File: config.mk
export PLATFORM = sky130hd
export DESIGN_NAME = acs_conversion_start
export DESIGN_NICKNAME = d
export VERILOG_FILES = /design/src/core/acs_pkg.sv /design/src/core/acs_conv_if.sv /design/src/core/acs_conv_seq.sv /design/src/core/acs_conversion_start.sv
export SDC_FILE = /design/constraint.sdc
export NUM_CORES = 1
export LEC_CHECK = 0
export BUFFER_PORTS_ARGS = -buffer_cell sky130_fd_sc_hd__buf_2
export CAP_MARGIN = 20
export CORE_AREA = 5 5 91 93
export CTS_BUF_LIST = sky130_fd_sc_hd__clkbuf_4 sky130_fd_sc_hd__clkbuf_8
export DETAILED_ROUTE_END_ITERATION = 12
export DIE_AREA = 0 0 96 98
export PLACE_DENSITY = 0.66
export SETUP_SLACK_MARGIN = 0.3
export SLEW_MARGIN = 20
export SYNTH_ARGS = -nofsm -noshare
export SYNTH_HDL_FRONTEND = slang
export SYNTH_SLANG_ARGS = --single-unit
File: constraint.sdc
create_clock -name ref_clk -period 2.26 [get_ports ref_clk]
set_clock_uncertainty 0.05 [all_clocks]
set_input_delay 0.339 -clock ref_clk [delete_from_list [all_inputs] [get_ports ref_clk]]
set_output_delay 0.339 -clock ref_clk [all_outputs]
set_load 0.1 [all_outputs]
File: src/core/acs_pkg.sv
// shared constants and types for the conversion start block
package acs_pkg;

  // ==========================================================
  // register indexes on the register port
  localparam logic [7:0] ACS_IDX_CTRL = 8'h00;
  localparam logic [7:0] ACS_IDX_VIN = 8'h01;
  localparam logic [7:0] ACS_IDX_VOUT = 8'h02;
  localparam logic [7:0] ACS_IDX_IOUT_MEAS = 8'h03;
  localparam logic [7:0] ACS_IDX_IOUT_REG = 8'h04;

  // ==========================================================
  // conversion_start_control field layout
  localparam int ACS_GO_BIT = 0;
  localparam int ACS_MODE_BIT = 1;
  localparam int ACS_SRC_LSB = 5;
  localparam int ACS_SRC_MSB = 6;
  localparam int ACS_FIXED_ONE_BIT = 7;
  localparam logic [15:0] ACS_CTRL_RESET = 16'h0080;
  localparam logic [15:0] ACS_CTRL_FIXED_ONES = 16'h0080;

  // ==========================================================
  // result layout: 12-bit value left aligned, low nibble zero
  localparam int ACS_RES_WIDTH = 12;
  localparam int ACS_RES_SHIFT = 4;
  localparam logic [11:0] ACS_RES_RESET = 12'h000;
  localparam logic [15:0] ACS_RDATA_NONE = 16'h0000;

  // ==========================================================
  // sample sources, encoded as the select field
  localparam logic [1:0] ACS_SRC_VIN = 2'h0;
  localparam logic [1:0] ACS_SRC_VOUT = 2'h1;
  localparam logic [1:0] ACS_SRC_IOUT_MEAS = 2'h2;
  localparam logic [1:0] ACS_SRC_IOUT_REG = 2'h3;
  localparam int ACS_NUM_SRC = 4;

  // converter sequencer states
  typedef enum logic {
    ACS_SEQ_IDLE,
    ACS_SEQ_CONV
  } acs_seq_state_t;

endpackage

File: src/core/acs_conv_if.sv
// link between the register front end and the converter sequencer
`timescale 1ns/10ps
`default_nettype none

interface acs_conv_if;
  logic req;
  logic [1:0] chan;
  logic busy;
  logic accept;
  logic [3:0][11:0] result;

  modport ctrl (output req, output chan, input busy, input accept, input result);
  modport seq (input req, input chan, output busy, output accept, output result);
endinterface

`default_nettype wire

File: src/core/acs_conv_seq.sv
// converter sequencer: launches one conversion and stores its result
`timescale 1ns/10ps
`default_nettype none

module acs_conv_seq (
  input wire logic ref_clk,
  input wire logic rst_n,
  acs_conv_if.seq link,
  output logic adc_start,
  output logic [1:0] adc_chan,
  input wire logic adc_done,
  input wire logic [11:0] adc_data
);

  acs_pkg::acs_seq_state_t state_q;
  logic [1:0] chan_q;
  logic [3:0][11:0] result_q;

  // ==========================================================
  // handshake with the front end
  assign link.accept = link.req && (state_q == acs_pkg::ACS_SEQ_IDLE);
  assign link.busy = (state_q == acs_pkg::ACS_SEQ_CONV);
  assign link.result = result_q;
  assign adc_chan = chan_q;

  // state: idle until accepted, converting until done
  always_ff @(posedge ref_clk or negedge rst_n) begin
    if (!rst_n) begin
      state_q <= acs_pkg::ACS_SEQ_IDLE;
    end else begin
      unique case (state_q)
        acs_pkg::ACS_SEQ_IDLE: begin
          if (link.req) begin
            state_q <= acs_pkg::ACS_SEQ_CONV;
          end
        end
        acs_pkg::ACS_SEQ_CONV: begin
          if (adc_done) begin
            state_q <= acs_pkg::ACS_SEQ_IDLE;
          end
        end
      endcase
    end
  end

  // start pulse and channel held for the conversion
  always_ff @(posedge ref_clk or negedge rst_n) begin
    if (!rst_n) begin
      adc_start <= 1'b0;
      chan_q <= acs_pkg::ACS_SRC_VIN;
    end else begin
      adc_start <= link.accept;
      if (link.accept) begin
        chan_q <= link.chan;
      end
    end
  end

  always_ff @(posedge ref_clk or negedge rst_n) begin
    if (!rst_n) begin
      result_q <= '0;
    end else if (adc_done && (state_q == acs_pkg::ACS_SEQ_CONV)) begin
      result_q[chan_q] <= adc_data;
    end
  end

endmodule

`default_nettype wire

File: src/core/acs_conversion_start.sv
// conversion start control: register front end and trigger logic
`timescale 1ns/10ps
`default_nettype none

module acs_conversion_start (
  input wire logic ref_clk,
  input wire logic rst_n,
  input wire logic [7:0] reg_addr,
  input wire logic reg_rd,
  input wire logic reg_wr,
  input wire logic [15:0] reg_wdata,
  output logic [15:0] reg_rdata,
  output logic reg_rvalid,
  output logic adc_start,
  output logic [1:0] adc_chan,
  input wire logic adc_done,
  input wire logic [11:0] adc_data
);

  acs_conv_if conv ();

  logic [1:0] src_sel_q;
  logic manual_q;
  logic pend_q;
  logic [15:0] rdata_q;
  logic rvalid_q;
  logic [7:0] src_idx;
  logic rd_trigger;
  logic wr_trigger;
  logic auto_trigger;
  logic go_state;
  logic [15:0] ctrl_view;

  // ==========================================================
  // converter sequencer
  acs_conv_seq u_seq (
    .ref_clk(ref_clk),
    .rst_n(rst_n),
    .link(conv.seq),
    .adc_start(adc_start),
    .adc_chan(adc_chan),
    .adc_done(adc_done),
    .adc_data(adc_data)
  );

  // ==========================================================
  // control fields
  // result register index for the selected source
  always_comb begin
    unique case (src_sel_q)
      acs_pkg::ACS_SRC_VIN: src_idx = acs_pkg::ACS_IDX_VIN;
      acs_pkg::ACS_SRC_VOUT: src_idx = acs_pkg::ACS_IDX_VOUT;
      acs_pkg::ACS_SRC_IOUT_MEAS: src_idx = acs_pkg::ACS_IDX_IOUT_MEAS;
      acs_pkg::ACS_SRC_IOUT_REG: src_idx = acs_pkg::ACS_IDX_IOUT_REG;
    endcase
  end

  // only select and mode bits are stored
  always_ff @(posedge ref_clk or negedge rst_n) begin
    if (!rst_n) begin
      src_sel_q <= acs_pkg::ACS_CTRL_RESET[acs_pkg::ACS_SRC_MSB:acs_pkg::ACS_SRC_LSB];
      manual_q <= acs_pkg::ACS_CTRL_RESET[acs_pkg::ACS_MODE_BIT];
    end else if (reg_wr && (reg_addr == acs_pkg::ACS_IDX_CTRL)) begin
      src_sel_q <= reg_wdata[acs_pkg::ACS_SRC_MSB:acs_pkg::ACS_SRC_LSB];
      manual_q <= reg_wdata[acs_pkg::ACS_MODE_BIT];
    end
  end

  // ==========================================================
  // trigger sources
  // read of the selected result in manual mode
  assign rd_trigger = reg_rd && manual_q && (reg_addr == src_idx);
  // writing the progress bit as 1 also launches one
  assign wr_trigger = reg_wr && (reg_addr == acs_pkg::ACS_IDX_CTRL) && reg_wdata[acs_pkg::ACS_GO_BIT];
  // automatic mode keeps converting while idle
  assign auto_trigger = !manual_q && !conv.busy && !pend_q;

  // pending request, a new trigger wins over acceptance
  always_ff @(posedge ref_clk or negedge rst_n) begin
    if (!rst_n) begin
      pend_q <= 1'b0;
    end else if (rd_trigger || wr_trigger || auto_trigger) begin
      pend_q <= 1'b1;
    end else if (conv.accept) begin
      pend_q <= 1'b0;
    end
  end

  assign conv.req = pend_q;
  assign conv.chan = src_sel_q;

  // progress bit covers pending and running conversion
  assign go_state = pend_q || conv.busy;

  always_comb begin
    ctrl_view = acs_pkg::ACS_CTRL_FIXED_ONES;
    ctrl_view[acs_pkg::ACS_SRC_MSB:acs_pkg::ACS_SRC_LSB] = src_sel_q;
    ctrl_view[acs_pkg::ACS_MODE_BIT] = manual_q;
    ctrl_view[acs_pkg::ACS_GO_BIT] = go_state;
  end

  // ==========================================================
  // read path, answered one cycle after the strobe
  // stored result shown, stale on the triggering read
  always_ff @(posedge ref_clk or negedge rst_n) begin
    if (!rst_n) begin
      rdata_q <= acs_pkg::ACS_RDATA_NONE;
      rvalid_q <= 1'b0;
    end else begin
      rvalid_q <= reg_rd;
      if (reg_rd) begin
        unique case (reg_addr)
          acs_pkg::ACS_IDX_CTRL: rdata_q <= ctrl_view;
          acs_pkg::ACS_IDX_VIN: rdata_q <= {conv.result[acs_pkg::ACS_SRC_VIN], 4'h0};
          acs_pkg::ACS_IDX_VOUT: rdata_q <= {conv.result[acs_pkg::ACS_SRC_VOUT], 4'h0};
          acs_pkg::ACS_IDX_IOUT_MEAS: rdata_q <= {conv.result[acs_pkg::ACS_SRC_IOUT_MEAS], 4'h0};
          acs_pkg::ACS_IDX_IOUT_REG: rdata_q <= {conv.result[acs_pkg::ACS_SRC_IOUT_REG], 4'h0};
          default: rdata_q <= acs_pkg::ACS_RDATA_NONE;
        endcase
      end
    end
  end

  assign reg_rdata = rdata_q;
  assign reg_rvalid = rvalid_q;

endmodule

`default_nettype wire

==> PnR_summary.wiki <==
{| class="wikitable"
! Metric !! Value
|-
| Final weighted congestion in routability-driven placement || 0.720
|-
| Post-DRT Antenna Nets || 0
|-
| Vias in the first global route || 2197
|-
| Post-Synthesis Cell Area || 3230 sq um
|-
| Flop2flop setup slack || 760 ps
|-
| Critical register-to-register path startpoint || u_seq.link.busy$_DFF_PN0_
|-
| Synth-to-layout area growth || 19.9%
|-
| Clock latency reported for the late side of the worst-skew pair || 340 ps
|-
| 1st-pass router iterations || 4
|-
| Die outline area || 9410 sq um
|-
| Net count, final || 333
|-
| Clock-pin slew on the worst setup and hold paths || 80 ps
|-
| HP Class || in2reg
|-
| Buffers and inverters on the worst path || 2
|-
| Area of all placed cells without fillers || 3880 sq um
|-
| Clock tree from TritonCTS || yes
|-
| Number of instances in the placed design || 379
|-
| Count of unresolved DRC violations after routing || 0
|-
| Number of buffers created by CTS || 9
|-
| Path depth of the worst reg2reg path || 4
|-
| Area fraction of the dominant cell type after synthesis || 54.9%
|-
| Largest net degree at the start of global routing || 32
|-
| Clock sink total || 71
|-
| Setup repair after global routing missed its margin || no
|-
| Detailed-placement wirelength estimate || 4570 um
|-
| Reported max-cap violation count || 0
|-
| Area post-placement || 3600 sq um
|-
| Cell at the root of the clock tree || clkbuf_8
|-
| Count of endpoints failing hold in the final timing report || 0
|-
| DRT iter0 DRCs || 88
|-
| Via count || 2083
|-
| Setup violation total in the final timing report || 0
|-
| Die Y-Extent || 98 um
|-
| Destination of the worst register-to-register timing path || u_seq.link.result[11]$_DFFE_PN0P_
|-
| Fill cell total of the finished layout || 670
|-
| Crit path kind || in2reg
|-
| Total number of cells along the worst setup path || 6
|-
| Pins over their slew limit || 0
|-
| Slew HR || 63.2%
|-
| Number of different library cells in the post-synthesis netlist || 43
|-
| Resized Gates After CTS || 0
|-
| Average routed wire per standard cell || 17.0 um
|-
| Share of synthesized flip-flops with an asynchronous set or reset || 100%
|-
| Endpoint required time on the critical path || 2490 ps
|-
| Timing startpoint of the critical path || reg_addr[3]
|-
| Critical path destination || reg_rdata[15]$_DFFE_PN0P_
|-
| Final critical path time including I/O delays and setup || 1740 ps
|-
| Top cells by area in the synthesized netlist || dfrtp_1 (55%), mux2_2 (20%), mux2i_1 (3.1%), a221o_1 (1.9%), a221o_2 (1.7%)
|-
| Series of cell instances along the critical path || buf_2 -> or4_4 -> or3_1 -> buf_4 -> nor3_1 -> a221o_1
|-
| Fraction of final layout cells with drive strength greater than 1 || 51.0%
|-
| Buffer count from post-CTS setup fixing || 0
|-
| Largest fanout on the critical path || 6
|-
| Slowest Stage Delay on Critical Path || 520 ps
|-
| Cts-stage hold buffer count || 1
|-
| Synth Instances || 234
|-
| H-tree levels || 3
|-
| Power per cell area || 1000 nW/um^2
|-
| FF+latch count, synth || 71
|-
| Number of antenna cells inserted || 0
|-
| First-pass GRT wire length || 11000 um
|-
| Effective utilization at floorplan || 43.4%
|-
| Part of the Yosys area used for sequential elements || 54.9%
|-
| Setup tns final || 0 ps
|-
| Synth area leader || dfrtp_1
|-
| Leak || 1.88 nW
|-
| CP endpoint kind || flip-flop
|-
| Detailed Route WL || 6740 um
|-
| Buffers from clock root to sink, at most || 2
|-
| Floorplan die width || 96 um
|-
| Overall track demand over capacity in global routing || 15.2%
|-
| Post-Layout Cell Count || 396
|-
| Top delay family on crit path || simple AND/OR/NAND/NOR gates
|-
| Number of antenna violations at the first check in global routing || 0
|-
| I/O pin count || 61
|-
| Number of buffers added on ports || 46
|-
| CORE AREA || 7450 sq um
|-
| Worst slew pin tran || 553 ps
|-
| Sum of overflow across all layers after global routing || 0
|-
| Leading post-synthesis cells by instance count || dfrtp_1 (71), mux2_2 (57), mux2i_1 (10)
|-
| Average instance area after synthesis || 13.8 sq um
|-
| Vias/cell || 5.26
|-
| Result of the run || complete, no violations
|-
| Launching element type of the critical path || input pin
|-
| Number of rows created at floorplan || 32
|-
| Slowest cell on crit path || or4_4
|-
| Arrival time of data at the critical path endpoint || 1960 ps
|-
| Achievable clock frequency || 576 MHz
|-
| Commonest register cell after synthesis || dfrtp_1
|-
| Leading cell type by number of instances after synthesis || dfrtp_1
|-
| Number of warnings issued by yosys || 0
|-
| Count of flip-flops with a built-in enable after synthesis || 0
|-
| IR drop worst, VDD || 0.322 mV
|-
| Share of the clock period used by the worst path after layout || 76.9%
|}
[per-layer routing]
| layer | routed length (um) | vias to the layer above | global-route usage (%) |
|---|---|---|---|
| met5 | 0 | - | 0 |
| met4 | 112 | 0 | 6.89 |
| met3 | 365 | 10 | 2.93 |
| met2 | 3240 | 43 | 23.9 |
| met1 | 3020 | 1060 | 20.0 |
| li1 | - | 970 | - |
[worst min-delay path by stage]
stage	start	end	slack [ps]	cells past startpoint
6_report	reg_rd	reg_rvalid$_DFF_PN0_	120	1
4_1_cts	reg_rd	reg_rvalid$_DFF_PN0_	110	1
5_1_grt	reg_rd	reg_rvalid$_DFF_PN0_	120	1
3_3_place_gp	rst_n	u_seq.link.busy$_DFF_PN0_	300	1
3_5_place_dp	rst_n	u_seq.link.busy$_DFF_PN0_	310	1
2_1_floorplan	rst_n	conv.chan[0]$_DFFE_PN0N_	-7	0
[final cells by class]
type | instances | area [sq um] | share of cell area (%)
multi-input combinational | 145 | 1360 | 35.1
timing repair buffer | 57 | 328 | 8.45
sequential | 71 | 1780 | 45.9
clock buffer | 10 | 131 | 3.39
inverter | 5 | 18.8 | 0.484
clock inverter | 6 | 133 | 3.42
tap | 102 | 128 | 3.29
[cell usage in the layout, fill, tap and decap left out, types with 3 or more instances in the layout]
cell       synthesis  layout
inv_1              5       5
o21ai_0            3       3
nor3_1             6       5
a22oi_1            5       5
and2_2             5       5
o2bb2ai_1          5       5
clkbuf_8           0       9
nand2_1            3       3
ha_1               3       3
dfrtp_1           71      69
buf_4              2       9
nor2_1             5       5
bufinv_16          0       4
buf_2              4      46
a221o_1            6       6
a221o_2            5       5
mux2_2            57      57
mux2i_1           10      10
[cell families (layout without fill, tap and decap cells)]
group / count (synthesis) / count (layout) / share of synthesized area, %
DFF: 71 / 71 / 54.9
and+or+nand+nor: 39 / 39 / 8.20
buffers and inverters: 19 / 78 / 3.29
xor gates and xnor gates: 3 / 3 / 0.813
adders and majority gates: 3 / 3 / 1.16
muxes: 67 / 67 / 22.9
other: 1 / 2 / 0.116
AOI/OAI and AO/OA: 31 / 31 / 8.55
[sequential cells by signal, indices dropped and copies added (netlist names)]
register	cells
u_seq.adc_start	1
conv.req	1
u_seq.adc_chan	2
u_seq.link.result	48
manual_q	1
conv.chan	2
reg_rvalid	1
u_seq.link.busy	1
reg_rdata	14
[worst register-to-register path, cell delays in order (launching register included)]
cell     delay [ps]
dfrtp_1         470
nand2_1         120
nor3_2          120
buf_4           260
mux2_2          360
[where the power goes]
part           switching (mW)  internal (mW)  total (mW)
registers               0.168           1.58        1.75
logic                   0.421          0.394       0.815
clock network           0.472          0.855        1.33
total                    1.06           2.83        3.89
[through the flow]
| stage | total power [mW] | setup WS (ps) | hold WS [ps] | utilization [%] |
|---|---|---|---|---|
| 6_report | 3.89 | 523 | 125 | 52.1 |
| 5_1_grt | 4.08 | 454 | 120 | 52.1 |
| 4_1_cts | 3.93 | 500 | 112 | 52.1 |
| 3_5_place_dp | 2.59 | 148 | 305 | 48.4 |
| 3_3_place_gp | 2.55 | 173 | 299 | 48.4 |
| 2_1_floorplan | 2.37 | 458 | -6.59 | - |
(Power assumes the default switching activity.)
